--- config.mk ---
export PLATFORM = sky130hd
export DESIGN_NAME = pmsc_top
export DESIGN_NICKNAME = d
export VERILOG_FILES = /design/src/design/pmsc_pkg.sv /design/src/design/pmsc_top.sv /design/src/design/pmsc_sync.sv
export SDC_FILE = /design/constraint.sdc
export NUM_CORES = 1
export LEC_CHECK = 0
export BUFFER_PORTS_ARGS = -buffer_cell sky130_fd_sc_hd__buf_2
export CORE_UTILIZATION = 50
export CTS_BUF_LIST = sky130_fd_sc_hd__clkbuf_16
export DETAILED_ROUTE_END_ITERATION = 12
export PLACE_DENSITY = 0.78
export RECOVER_POWER = 50
export SETUP_SLACK_MARGIN = 0.4
export SKIP_CTS_REPAIR_TIMING = 1
export SYNTH_ARGS = -nofsm -noshare
export SYNTH_HDL_FRONTEND = slang
export SYNTH_SLANG_ARGS = --single-unit
--- constraint.sdc ---
create_clock -name sys_clk -period 1.2 [get_ports sys_clk]
set_input_delay 0.06 -clock sys_clk [delete_from_list [all_inputs] [get_ports sys_clk]]
set_output_delay 0.06 -clock sys_clk [all_outputs]
set_load 0.02 [all_outputs]
--- src/design/pmsc_pkg.sv ---
// Package of offsets, field positions and reset values for the power status block
// Operation
// - Detect event sets detect flag when enabled
// - Detect ack write clears flag, reads zero
// - Interrupt request while flag and enable set
// - Flag forces chip reset when enabled
// - Stop enable keeps detection running in stop
// - Detect enable gates flag, reset, stop
// - Bit zero drives reference buffer enable
// - Warning flag sets below trip, sticky
// - Warning ack clears only without warning
// - Detect trip select picks low or high
// - Warning trip select picks low or high
// - Deep stop exit sets recovery flag
// - Recovery ack write clears recovery flag
// - Deep stop select picks stop kind
// - Write-once controls take first write only
// - Watchdog clock select: slow or bus
`default_nettype none
package pmsc_pkg;
	// ==========================================================
	// Register offsets
	localparam logic [1:0] PMSC_OFF_DET = 2'h0;
	localparam logic [1:0] PMSC_OFF_WARN = 2'h1;
	localparam logic [1:0] PMSC_OFF_OPT = 2'h2;
	// ==========================================================
	// Detect control fields
	localparam int PMSC_B_DFLAG = 7;
	localparam int PMSC_B_DACK = 6;
	localparam int PMSC_B_DIE = 5;
	localparam int PMSC_B_DRE = 4;
	localparam int PMSC_B_DSE = 3;
	localparam int PMSC_B_DEN = 2;
	localparam int PMSC_B_BUF = 0;
	// ==========================================================
	// Warning and stop control fields
	localparam int PMSC_B_WFLAG = 7;
	localparam int PMSC_B_WACK = 6;
	localparam int PMSC_B_DTRIP = 5;
	localparam int PMSC_B_WTRIP = 4;
	localparam int PMSC_B_RFLAG = 3;
	localparam int PMSC_B_RACK = 2;
	localparam int PMSC_B_DEEP = 0;
	// ==========================================================
	// Options field and reset values
	localparam int PMSC_B_WDCLK = 1;
	localparam logic [7:0] PMSC_RST_DET = 8'h1C;
	localparam logic [7:0] PMSC_RST_WARN = 8'h00;
	localparam logic [7:0] PMSC_RST_OPT = 8'h02;
	localparam int PMSC_SYNC_STAGES = 2;
endpackage
`default_nettype wire

--- src/design/pmsc_top.sv ---
// Power supervision status and control register block
//
// Our own choices: the plain strobed port and the register addresses.
`default_nettype none
module pmsc_top (
	input wire logic sys_clk,
	input wire logic rst_n,
	input wire logic clk_en,
	input wire logic por_n,
	input wire logic [1:0] addr,
	input wire logic [7:0] wdata,
	input wire logic wr_en,
	input wire logic rd_en,
	output logic [7:0] rdata,
	input wire logic detect_cmp,
	input wire logic warning_cmp,
	input wire logic in_stop,
	input wire logic deep_stop_exit,
	output logic detect_irq,
	output logic detect_reset_req,
	output logic detect_active,
	output logic detect_trip_sel,
	output logic warning_trip_sel,
	output logic ref_buffer_en,
	output logic deep_stop_select,
	output logic watchdog_clk_sel
);
	// ==========================================================
	// Reset release and power-on qualifier
	logic rst_meta_q, rst_sync_n;
	logic por_seen_q;
	logic por_first_q;

	// Async assert, two-flop release
	always_ff @(posedge sys_clk or negedge rst_n)
	begin
		if (!rst_n)
		begin
			rst_meta_q <= 1'b0;
			rst_sync_n <= 1'b0;
		end
		else
		begin
			rst_meta_q <= 1'b1;
			rst_sync_n <= rst_meta_q;
		end
	end

	// Power-on strobe caught by a clocked process with no reset, so it is seen during reset too
	always_ff @(posedge sys_clk)
	begin
		por_seen_q <= por_n;
		por_first_q <= ~por_n & por_seen_q;
	end

	// ==========================================================
	// Comparator synchronisation
	logic [1:0] cmp_s;
	logic det_lvl, warn_lvl;
	pmsc_sync u_sync (
		.clk(sys_clk),
		.rst_n(rst_sync_n),
		.ce(clk_en),
		.async_in({warning_cmp, detect_cmp}),
		.sync_out(cmp_s)
	);
	assign det_lvl = cmp_s[0];
	assign warn_lvl = cmp_s[1];

	// ==========================================================
	// Write decode
	logic wr_det, wr_warn, wr_opt;
	assign wr_det = wr_en && (addr == pmsc_pkg::PMSC_OFF_DET);
	assign wr_warn = wr_en && (addr == pmsc_pkg::PMSC_OFF_WARN);
	assign wr_opt = wr_en && (addr == pmsc_pkg::PMSC_OFF_OPT);

	// ==========================================================
	// Detect control register
	logic dflag_q, die_q, dre_q, dse_q, den_q, buf_q;
	logic det_event;
	// Detection runs when enabled, and in stop only if stop enable
	assign detect_active = den_q && (!in_stop || dse_q);
	assign det_event = detect_active && det_lvl;

	// Flag: set wins over acknowledge in the same cycle
	always_ff @(posedge sys_clk or negedge rst_sync_n)
	begin
		if (!rst_sync_n)
			dflag_q <= 1'b0;
		else if (clk_en)
		begin
			if (det_event)
				dflag_q <= 1'b1;
			else if (wr_det && wdata[pmsc_pkg::PMSC_B_DACK])
				dflag_q <= 1'b0;
		end
	end

	// Plain read/write control bits; bit 1 ignored, software writes 0
	always_ff @(posedge sys_clk or negedge rst_sync_n)
	begin
		if (!rst_sync_n)
		begin
			die_q <= pmsc_pkg::PMSC_RST_DET[pmsc_pkg::PMSC_B_DIE];
			dre_q <= pmsc_pkg::PMSC_RST_DET[pmsc_pkg::PMSC_B_DRE];
			dse_q <= pmsc_pkg::PMSC_RST_DET[pmsc_pkg::PMSC_B_DSE];
			den_q <= pmsc_pkg::PMSC_RST_DET[pmsc_pkg::PMSC_B_DEN];
			buf_q <= pmsc_pkg::PMSC_RST_DET[pmsc_pkg::PMSC_B_BUF];
		end
		else if (clk_en && wr_det)
		begin
			die_q <= wdata[pmsc_pkg::PMSC_B_DIE];
			dre_q <= wdata[pmsc_pkg::PMSC_B_DRE];
			dse_q <= wdata[pmsc_pkg::PMSC_B_DSE];
			den_q <= wdata[pmsc_pkg::PMSC_B_DEN];
			buf_q <= wdata[pmsc_pkg::PMSC_B_BUF];
		end
	end

	assign detect_irq = dflag_q && die_q;
	assign detect_reset_req = dflag_q && dre_q && den_q;
	assign ref_buffer_en = buf_q;

	// ==========================================================
	// Warning and stop control register
	logic wflag_q, rflag_q, dtrip_q, wtrip_q, deep_q, deep_wr_q;

	// Warning flag sticky; ack only while no warning present
	always_ff @(posedge sys_clk or negedge rst_sync_n)
	begin
		if (!rst_sync_n)
			wflag_q <= pmsc_pkg::PMSC_RST_WARN[pmsc_pkg::PMSC_B_WFLAG];
		else if (clk_en)
		begin
			if (warn_lvl)
				wflag_q <= 1'b1;
			else if (wr_warn && wdata[pmsc_pkg::PMSC_B_WACK])
				wflag_q <= 1'b0;
		end
	end

	// Recovery flag: exit strobe wins over acknowledge
	always_ff @(posedge sys_clk or negedge rst_sync_n)
	begin
		if (!rst_sync_n)
			rflag_q <= pmsc_pkg::PMSC_RST_WARN[pmsc_pkg::PMSC_B_RFLAG];
		else if (clk_en)
		begin
			if (deep_stop_exit)
				rflag_q <= 1'b1;
			else if (wr_warn && wdata[pmsc_pkg::PMSC_B_RACK])
				rflag_q <= 1'b0;
		end
	end

	// Trip selects survive every reset except power-on
	always_ff @(posedge sys_clk)
	begin
		if (por_first_q)
		begin
			dtrip_q <= pmsc_pkg::PMSC_RST_WARN[pmsc_pkg::PMSC_B_DTRIP];
			wtrip_q <= pmsc_pkg::PMSC_RST_WARN[pmsc_pkg::PMSC_B_WTRIP];
		end
		else if (clk_en && rst_sync_n && wr_warn)
		begin
			dtrip_q <= wdata[pmsc_pkg::PMSC_B_DTRIP];
			wtrip_q <= wdata[pmsc_pkg::PMSC_B_WTRIP];
		end
	end
	assign detect_trip_sel = dtrip_q;
	assign warning_trip_sel = wtrip_q;

	// Deep stop select: first write after reset sticks
	always_ff @(posedge sys_clk or negedge rst_sync_n)
	begin
		if (!rst_sync_n)
		begin
			deep_q <= pmsc_pkg::PMSC_RST_WARN[pmsc_pkg::PMSC_B_DEEP];
			deep_wr_q <= 1'b0;
		end
		else if (clk_en && wr_warn && !deep_wr_q)
		begin
			deep_q <= wdata[pmsc_pkg::PMSC_B_DEEP];
			deep_wr_q <= 1'b1;
		end
	end
	assign deep_stop_select = deep_q;

	// ==========================================================
	// Options register: write-once watchdog clock select
	logic wdclk_q, wdclk_wr_q;
	always_ff @(posedge sys_clk or negedge rst_sync_n)
	begin
		if (!rst_sync_n)
		begin
			wdclk_q <= pmsc_pkg::PMSC_RST_OPT[pmsc_pkg::PMSC_B_WDCLK];
			wdclk_wr_q <= 1'b0;
		end
		else if (clk_en && wr_opt && !wdclk_wr_q)
		begin
			wdclk_q <= wdata[pmsc_pkg::PMSC_B_WDCLK];
			wdclk_wr_q <= 1'b1;
		end
	end
	// 0 picks the slow internal clock, 1 the bus clock
	assign watchdog_clk_sel = wdclk_q;

	// ==========================================================
	// Read path, data one cycle after the strobe
	logic [7:0] rd_d;
	always_comb
	begin
		rd_d = 8'h00;
		case (addr)
			pmsc_pkg::PMSC_OFF_DET:
			begin
				rd_d[pmsc_pkg::PMSC_B_DFLAG] = dflag_q;
				rd_d[pmsc_pkg::PMSC_B_DIE] = die_q;
				rd_d[pmsc_pkg::PMSC_B_DRE] = dre_q;
				rd_d[pmsc_pkg::PMSC_B_DSE] = dse_q;
				rd_d[pmsc_pkg::PMSC_B_DEN] = den_q;
				rd_d[pmsc_pkg::PMSC_B_BUF] = buf_q;
			end
			pmsc_pkg::PMSC_OFF_WARN:
			begin
				rd_d[pmsc_pkg::PMSC_B_WFLAG] = wflag_q;
				rd_d[pmsc_pkg::PMSC_B_DTRIP] = dtrip_q;
				rd_d[pmsc_pkg::PMSC_B_WTRIP] = wtrip_q;
				rd_d[pmsc_pkg::PMSC_B_RFLAG] = rflag_q;
				rd_d[pmsc_pkg::PMSC_B_DEEP] = deep_q;
			end
			pmsc_pkg::PMSC_OFF_OPT:
				rd_d[pmsc_pkg::PMSC_B_WDCLK] = wdclk_q;
			default:
				rd_d = 8'h00; // Unmapped reads return zero
		endcase
	end

	always_ff @(posedge sys_clk or negedge rst_sync_n)
	begin
		if (!rst_sync_n)
			rdata <= 8'h00;
		else if (clk_en)
			rdata <= rd_en ? rd_d : 8'h00;
	end

	// ==========================================================
	// Checks
	property p_det_set;
		@(posedge sys_clk) disable iff (!rst_sync_n)
		(clk_en && det_event) |=> dflag_q;
	endproperty
	a_det_set: assert property (p_det_set) else $error("detect flag not set");

	property p_det_ack;
		@(posedge sys_clk) disable iff (!rst_sync_n)
		(clk_en && wr_det && wdata[pmsc_pkg::PMSC_B_DACK] && !det_event) |=> !dflag_q;
	endproperty
	a_det_ack: assert property (p_det_ack) else $error("detect ack ignored");

	property p_irq;
		@(posedge sys_clk) disable iff (!rst_sync_n)
		detect_irq == (dflag_q && die_q);
	endproperty
	a_irq: assert property (p_irq) else $error("irq mismatch");

	property p_rst_gate;
		@(posedge sys_clk) disable iff (!rst_sync_n)
		!den_q |-> !detect_reset_req;
	endproperty
	a_rst_gate: assert property (p_rst_gate) else $error("reset without enable");

	property p_stop;
		@(posedge sys_clk) disable iff (!rst_sync_n)
		(in_stop && !dse_q) |-> !detect_active;
	endproperty
	a_stop: assert property (p_stop) else $error("detect active in stop");

	property p_warn_hold;
		@(posedge sys_clk) disable iff (!rst_sync_n)
		(clk_en && warn_lvl) |=> wflag_q;
	endproperty
	a_warn_hold: assert property (p_warn_hold) else $error("warning not held");

	property p_rec_set;
		@(posedge sys_clk) disable iff (!rst_sync_n)
		(clk_en && deep_stop_exit) |=> rflag_q;
	endproperty
	a_rec_set: assert property (p_rec_set) else $error("recovery flag not set");

	property p_once;
		@(posedge sys_clk) disable iff (!rst_sync_n)
		wdclk_wr_q |=> $stable(wdclk_q);
	endproperty
	a_once: assert property (p_once) else $error("write-once changed");

	// Deep stop select must also lock after its first write
	property p_deep_once;
		@(posedge sys_clk) disable iff (!rst_sync_n)
		deep_wr_q |=> $stable(deep_q);
	endproperty
	a_deep_once: assert property (p_deep_once) else $error("deep select changed");

	property p_warn_ack;
		@(posedge sys_clk) disable iff (!rst_sync_n)
		(clk_en && wr_warn && wdata[pmsc_pkg::PMSC_B_WACK] && !warn_lvl) |=> !wflag_q;
	endproperty
	a_warn_ack: assert property (p_warn_ack) else $error("warning ack ignored");

	property p_rec_ack;
		@(posedge sys_clk) disable iff (!rst_sync_n)
		(clk_en && wr_warn && wdata[pmsc_pkg::PMSC_B_RACK] && !deep_stop_exit) |=> !rflag_q;
	endproperty
	a_rec_ack: assert property (p_rec_ack) else $error("recovery ack ignored");

	// A disabled detector must never raise the flag on its own
	property p_det_gate;
		@(posedge sys_clk) disable iff (!rst_sync_n)
		(clk_en && !dflag_q && !detect_active) |=> !dflag_q;
	endproperty
	a_det_gate: assert property (p_det_gate) else $error("flag set while off");

	property p_rd_idle;
		@(posedge sys_clk) disable iff (!rst_sync_n)
		(clk_en && !rd_en) |=> (rdata == 8'h00);
	endproperty
	a_rd_idle: assert property (p_rd_idle) else $error("read data not zero");

	property p_rd_ack;
		@(posedge sys_clk) disable iff (!rst_sync_n)
		(clk_en && rd_en) |=> (rdata[pmsc_pkg::PMSC_B_DACK] == 1'b0);
	endproperty
	a_rd_ack: assert property (p_rd_ack) else $error("ack bit read back");

	// Power-on can be seen inside the reset window, so no disable here
	property p_trip_por;
		@(posedge sys_clk)
		por_first_q |=> (!dtrip_q && !wtrip_q);
	endproperty
	a_trip_por: assert property (p_trip_por) else $error("trip selects kept");

	property p_wd_first;
		@(posedge sys_clk) disable iff (!rst_sync_n)
		(clk_en && wr_opt && !wdclk_wr_q) |=> (wdclk_q == $past(wdata[pmsc_pkg::PMSC_B_WDCLK]));
	endproperty
	a_wd_first: assert property (p_wd_first) else $error("first write lost");
endmodule
`default_nettype wire

--- src/design/pmsc_sync.sv ---
// Two-flop synchroniser for the analog comparator outputs
`default_nettype none
module pmsc_sync (
	input wire logic clk,
	input wire logic rst_n,
	input wire logic ce,
	input wire logic [1:0] async_in,
	output logic [1:0] sync_out
);
	logic [1:0] meta_q;
	// First stage feeds only the second stage
	always_ff @(posedge clk or negedge rst_n)
	begin
		if (!rst_n)
		begin
			meta_q <= 2'h0;
			sync_out <= 2'h0;
		end
		else if (ce)
		begin
			meta_q <= async_in;
			sync_out <= meta_q;
		end
	end
endmodule
`default_nettype wire

==> results of run 1 <==
[cell usage after synthesis, types with 2 or more instances]
master     n  area, um^2
nand2_1    5        18.8
dfxtp_1    4        80.1
and2_1     2        12.5
conb_1     2        7.51
and4bb_2   2        25.0
nand4b_1   3        26.3
dfstp_2    4         105
nand2b_1   3        18.8
a22o_1     2        17.5
a22oi_1    5        37.5
dfrtp_1   21         526
o21ai_0    9        45.0
and4b_1    3        30.0
buf_2      2        10.0
mux2_2    10         113
inv_1      7        26.3
buf_6      2        22.5
[placed cells by master, fill, tap and decap left out, types with 5 or more instances in the layout]
master,n
dfrtp_1,18
buf_2,16
buf_6,16
inv_1,8
mux2_4,6
buf_4,6
mux2_2,5
nand2_1,5
clkbuf_16,5
[logic make-up (layout without fill, tap and decap cells)]
| family | after synthesis | after routing | share of synthesized area, % |
|---|---|---|---|
| flops | 29 | 29 | 59.4 |
| simple gates | 23 | 23 | 14.0 |
| compound gates | 18 | 18 | 9.82 |
| buf+inv | 12 | 62 | 5.54 |
| mux | 11 | 11 | 10.7 |
| other cells | 2 | 2 | 0.627 |
[area by class of cell]
type	instances	area, um^2
Clock buffer	5	125
Sequential cell	29	719
Tap cell	28	35.0
Timing Repair Buffer	47	358
Multi-Input combinational cell	54	493
Clock inverter	3	11.3
Fill cell	148	465
Inverter	7	26.3
[per-layer routing]
metal / vias up / global-route usage [%]
met5: - / 0
met4: 0 / 6.94
met3: 3 / 9.82
met2: 29 / 31.1
met1: 480 / 27.1
li1: 425 / -
[through the flow]
stage	instance area (um^2)	worst slack, ps	util, %	TNS, ps
6_report	1770	-29.1	79.2	-29.1
5_1_grt	1770	-48.9	79.2	-106
4_1_cts	1550	-54.3	69.5	-68.4
3_5_place_dp	1420	115	63.4	0
3_3_place_gp	1420	121	63.4	0
2_1_floorplan	1240	191	-	0
[worst reg2reg max path, delay by kind of cell, from the launching register on]
family | cells | cell delay (ps)
AOI/OAI and AO/OA | 2 | 360
buffers and inverters | 1 | 130
DFF | 1 | 550
[worst paths after layout]
path / from / to / slack [ps] / cells past startpoint
max: den_q / detect_active / -30 / 2
max reg2reg: den_q / dflag_q / 100 / 3
min in group asynchronous: rst_n / rst_sync_n / 110 / 2
min: wdata[3] / dse_q / -2 / 3
max in group asynchronous: rst_sync_n / den_q / 120 / 2
min reg2reg: rst_sync_n / die_q / 330 / 1
[power groups by stage]
stage | logic, W | registers, W | clock network (W)
floorplan | 0.000231 | 0.00128 | 0
global placement | 0.000418 | 0.00122 | 0
detailed placement | 0.000429 | 0.00123 | 0
CTS | 0.000431 | 0.00122 | 0.00115
global route | 0.000664 | 0.00125 | 0.00119
finish | 0.000628 | 0.00124 | 0.00114
==> results, run 1 <==
- The largest registers in the layout are rdata (7), u_sync.meta_q (2), u_sync.sync_out (2).
- The relative contribution of the clock network to total power is 37.8%.
- The via count of the first global-routing pass is 834.
- The number of synthesis warnings is 0.
- The clock tree synthesis step divided the H-tree into 2 levels.
- At the end of routability-driven placement, the weighted congestion stood at between 0.7 and 0.8.
- Across all setup checks in the final design, the least slack found is -29.1 ps.
- In this run the power spent charging and discharging nets is 0.000767 W.
- Cell internal power was estimated by the tool at 0.00223 W.
- Max-cap violations in this run came to 0.
- The register with the most flip-flops in the final layout is rdata.
- The net count after synthesis is between 100 and 150.
- Counting the buffers created by CTS gives 5.
- Setup repair after global routing could not meet its margin everywhere.
- The initial DRC count is 10.
- After clock tree synthesis, the clock-pin slew on the worst setup and hold paths is 50 ps.
- Across all hold checks on the routed design, the worst slack comes to -2.08 ps.
- The post-route DRC violation count is 0.
- At the worst endpoint, the required time is 1140 ps.
- The switching fraction of total power is between 20 and 30%.
- Clock tree synthesis selected as its root buffer the cell clkbuf_16.
- The post-route antenna net violation count is 0.
- Walking the worst path, the cells encountered are a21boi_4, buf_6.
- Summed over all layers, the routed wires come to 2.82 mm.
- After detailed routing, the average wire length per cell comes to 16.3 um.
- The final critical path takes up 102% of the cycle.
- The first-pass GRT wire length is approximately 3.8 mm.
- For this run the aggregate overflow at the end of global routing stands at 0.
- The via count is approximately 940.
- On the critical path, the stage with the largest delay is an instance of dfstp_2.
- Setup violations remaining at the end of the flow were counted as 1.
- After technology mapping, the gate count stands at 95.
- The synthesized design contains 29 register bits.
- Pin placement for this block handled 36 I/O pins.
- The floorplan has 17 rows.
- The final reports fail on negative hold slack, negative setup slack.
- The post-synth design cell area is 0.00120 mm^2.
- The number of nets in the layout is ~160.
- After the flow finishes, the layout carries non-filler instances totaling about 170.
- Static timing analysis puts the maximum clock frequency at 814 MHz.
- The biggest cell delay along the critical path is 550 ps.
- The startpoint-to-endpoint class of the critical path is flip-flop to output pin.
- The clock skew is 2.56 ps.
- The share of the yosys chip area belonging to registers is roughly 59%.
- STA classifies the critical path startpoint as a flip-flop.
- The path class of the tightest hold or removal check is input port to flip-flop.
- The highest metal layer with signal wires is met4.
- The y dimension of the die is 50.9 um.
- The critical path's top delay family is flip-flops.
- The maximum number of buffers from clock root to sink is 2.
- The synthesized area divided by synthesized cell count is 12.6 um^2.
- The initial core utilization is 53.6%.
- The clock tree from TritonCTS is built.
- The final count of pins violating max slew was 0.
- The minimum clock period after layout is 1230 ps.
- The HPWL after detailed placement is 1.66 mm.
- The initial antenna violation count is 0.
- The arrival time at the worst endpoint is 1170 ps.
- The most used flip-flop cell after synthesis is dfrtp_1.
- The run finished, with violations left.
- After detailed routing, the number of vias per cell comes to 5.42.
- Compared with the post-synthesis result, the final layout area differs by 47.6%.
- The overall power after layout is 0.00300 W.
- The largest voltage drop on the vdd net is between 1.5 and 2 mV.
- The number of antenna diodes in the final layout is 0.
- Port buffering added 33 buffers.
- Including well taps, the total number of placed cells is 154.
- The number of buffer and inverter instances along the worst setup path is 1.
- The critical-path maximum fanout is 4.
- The logic gate share of total power is between 20% and 30%.
- The floorplan step defined a die boundary enclosing 0.00259 mm^2.
- The total global-route track usage is 21.0%.
- The region available for standard cell placement spans approximately 0.0022 mm^2.
- Cells with a size suffix above 1 make up 56.6% of the layout.
- The final hold violation count came to 1.
- Yosys mapped a number of flops with a built-in enable equal to 0.
- The pin count of the biggest net entering global routing is 18.
- The die width is 50.9 um.
- The number of distinct library cell variants in the gate-level netlist after synthesis is 26.
- The register with the most flip-flops in the layout has 7 of them.
- The clock sink total is 29.
- For this design the ratio of total power to cell area is 1700 mW/mm^2.
- The worst setup path is captured at an output pin.
- The sum of met2 wire segment lengths after detailed routing is about 1.5 mm.
- The clock network latency to the later pin of the worst-skew pair is 270 ps.
- Of all flip-flops after synthesis, the portion carrying an async set or reset was 86.2%.
- The first detailed-routing pass ran for 4 iterations.
- Per report_power, the sequential group accounts for 41.2% of the total.
- In the detailed route, the total length drawn on met3 is 135 um.
- The wire length on met1 is 1.13 mm.
- The total leakage power is around 0.80 nW.
Note: power is estimated with default switching activity, not from simulation.
==> inputs of run 2 (changes only) <==
--- a/config.mk
+++ b/config.mk
@@ -6,6 +6,7 @@
 export NUM_CORES = 1
 export LEC_CHECK = 0
 export BUFFER_PORTS_ARGS = -buffer_cell sky130_fd_sc_hd__buf_2
+export CORE_MARGIN = 4
 export CORE_UTILIZATION = 50
 export CTS_BUF_LIST = sky130_fd_sc_hd__clkbuf_16
 export DETAILED_ROUTE_END_ITERATION = 12
==> results, run 2 (synthesized netlist as in run 1, its figures left out) <==
- The number of input and output port buffers inserted was 33 (unchanged).
- The total global-route track usage is 15.1% (was 21.0%).
- The total global routing overflow is 0 (unchanged).
- The die width is 56.9 um (was 50.9 um).
- The pin count of the biggest net entering global routing is 24 (was 18).
- The H-tree level count came to 2 (unchanged).
- The final worst-path cycle share was 101% (was 102%).
- The vias per cell is 5.23 (was 5.42).
- The HPWL after detailed placement is 1.69 mm (was 1.66 mm).
- RSZ-0062 raised after global routing: true (unchanged).
- The required time at the endpoint of the critical path is 1140 ps (about the same).
- The iteration count of the initial detailed-routing pass is 2 (was 4).
- The initial antenna violation count is 0 (unchanged).
- The cell total after placement is 154 (unchanged).
- The final setup violation count is 1 (unchanged).
- The summed area of non-filler cells in the final layout is 0.00175 mm^2 (was 0.00177 mm^2).
- The maximum number of buffers from clock root to sink is 2 (unchanged).
- The minimum clock period after layout came to 1210 ps (was 1230 ps).
- The biggest cell delay along the critical path was 540 ps (was 550 ps).
- The final count of pins violating max slew is 0 (unchanged).
- The critical path startpoint category is a flip-flop (unchanged).
- The worst pin sits at a relative slew slack of 62.6%.
- The utilization of the core after routing is 77.6% (was 79.2%).
- The detailed-route wire length is 2.55 mm (was 2.82 mm).
- The number of fill cells came to 139 (was 148).
- The total leakage power is 0.789 nW (was 0.800 nW).
- The clock sink total was 29 (unchanged).
- The number of nets in the layout was 160 (was 164).
- The final estimated routing congestion in global placement is 0.805 (was 0.793).
- The clock skew is 1.39 ps (was 2.56 ps).
- The final antenna diode count is 0 (unchanged).
- The critical-path maximum fanout is 2 (was 4).
- The clock network latency to the later pin of the worst-skew pair is 270 ps (about the same).
- The setup TNS after final layout was -10.1 ps (was -29.1 ps).
- The wire length per cell is 15.1 um (was 16.3 um).
- The placed instance area is 0.00142 mm^2 (unchanged).
- At the pin with the least slew margin, the transition time is 561 ps.
- The power per cell area is 1690 mW/mm^2 (was 1700 mW/mm^2).
- The area growth from synthesis to final layout is 46.1% (was 47.6%).
- The leading cell type in the layout, fill and taps excluded is dfrtp_1 (unchanged).
- The floorplan die area is 0.00324 mm^2 (was 0.00259 mm^2).
- The post-layout worst setup margin came to -10.1 ps (was -29.1 ps).
- The worst reg-to-reg path cell count was 3 (unchanged).
- The via count was 884 (was 937).
- Leading registers by flop count: rdata (7), u_sync.meta_q (2), u_sync.sync_out (2) (unchanged).
- The category of the worst setup path capture point is an output pin (unchanged).
- The flip-flop count of the largest register, all copies and words added was 7 (unchanged).
- The final hold violation count is 0 (was 1).
- The number of max-cap violations was 0 (unchanged).
- The first-pass GRT wire length is 3.61 mm (was 3.80 mm).
- The largest voltage drop on the vdd net was 1.42 mV (was 1.79 mV).
- The post-route non-filler standard cell count is 169 (was 173).
- The cell depth of the worst min-delay path came to 3 (unchanged).
- The highest clock frequency the design can meet is 826 MHz (was 814 MHz).
- Crit path cell chain: inv_2, a21boi_4, buf_6 (was a21boi_4, buf_6).
- The cell type of the slowest stage on the worst timing path is dfstp_2 (unchanged).
- The register with the highest flop count is rdata (unchanged).
- Violated checks: negative setup slack (was negative hold slack, negative setup slack).
- The overall power after layout is 0.00296 W (was 0.00300 W).
- The cell at the root of the clock tree is clkbuf_16 (unchanged).
- The post-route antenna net violation count came to 0 (unchanged).
- The startpoint-to-endpoint class of the critical path is flip-flop to output pin (unchanged).
- The post-route DRC violation count is 0 (unchanged).
- The boundary pin count is 36 (unchanged).
- The class of the most critical hold timing path is input port to flip-flop (unchanged).
- The clock tree from TritonCTS is built (unchanged).
- The initial DRC count came to 13 (was 10).
- Run status: complete, but fails checks (unchanged).
- The fraction of layout cells with a size suffix above 1 is 58.2% (was 56.6%).
- The y dimension of the die was 56.9 um (was 50.9 um).
- The area inside the core boundary is 0.00225 mm^2 (was 0.00223 mm^2).
- The clock-pin slew on the worst setup and hold paths was 50 ps (about the same).
- The initial core utilization is 53.1% (was 53.6%).
- The arrival time at the worst endpoint is 1150 ps (was 1170 ps).
- The total CTS buffers is 5 (unchanged).
- The standard-cell row count is 17 (unchanged).
- Most used cells in the layout excluding fill and tap cells: dfrtp_1, buf_2, buf_6 (unchanged).
- The via count of the first global-routing pass is 802 (was 834).
[run 2: cell count changes in the layout (fill, tap and decap cells not counted), sizes merged]
| cell | previous run | this run |
|---|---|---|
| clkinv | 1 | 2 |
| inv | 9 | 8 |
| buf | 38 | 39 |
| clkbuf | 12 | 7 |
[run 2: path summary, 6_finish.rpt]
| kind | start | to | slack (ps) |
|---|---|---|---|
| max in group asynchronous | rst_sync_n | deep_stop_select | 360 |
| worst max register to register | dse_q | dflag_q | 220 |
| worst min register to register | rst_meta_q | rst_sync_n | 350 |
| worst min-delay path | wdata[3] | dse_q | 10 |
| worst max-delay path | dse_q | detect_active | -10 |
| min in group asynchronous | rst_n | rst_meta_q | 100 |
[run 2: critical path, delay by kind of cell, from the launching register on]
kind                   cells  cell delay [ps]
flip-flops                 1              540
buffers and inverters      2              190
AO/OA/AOI/OAI              1              150
[run 2: routing by layer]
layer / vias to the layer above / wire length [um] / share of wire (%) / track usage [%]
li1: 424 / - / - / -
met2: 30 / 1230 / 48 / 22.3
met4: 0 / 44 / 1.7 / 5.96
met5: - / 0 / 0 / 0
met1: 426 / 1100 / 43 / 18.4
met3: 4 / 177 / 6.9 / 8.14
[run 2: through the flow]
step	setup WS [ps]	hold WS, ps
after detailed placement	142	-152
after global routing	-46.9	15.1
after floorplan	191	-236
after global placement	149	-153
after CTS	-51.1	-440
final	-10.1	12.3
[run 2: layout make-up]
cell class / instances / area, um^2 / area share [%]
Timing Repair Buffer: 43 / 335 / 19.2
Sequential cell: 29 / 722 / 41.3
Clock inverter: 3 / 13.8 / 0.787
Inverter: 7 / 26.3 / 1.50
Multi-Input combinational cell: 54 / 492 / 28.1
Tap cell: 28 / 35.0 / 2.00
Clock buffer: 5 / 125 / 7.15
[run 2: report_power, final]
group / switching, W / internal, W / total [W]
Combinational: 0.000245 / 0.000344 / 0.000589
Sequential: 0.000107 / 0.00113 / 0.00123
Clock: 0.000387 / 0.000747 / 0.00113
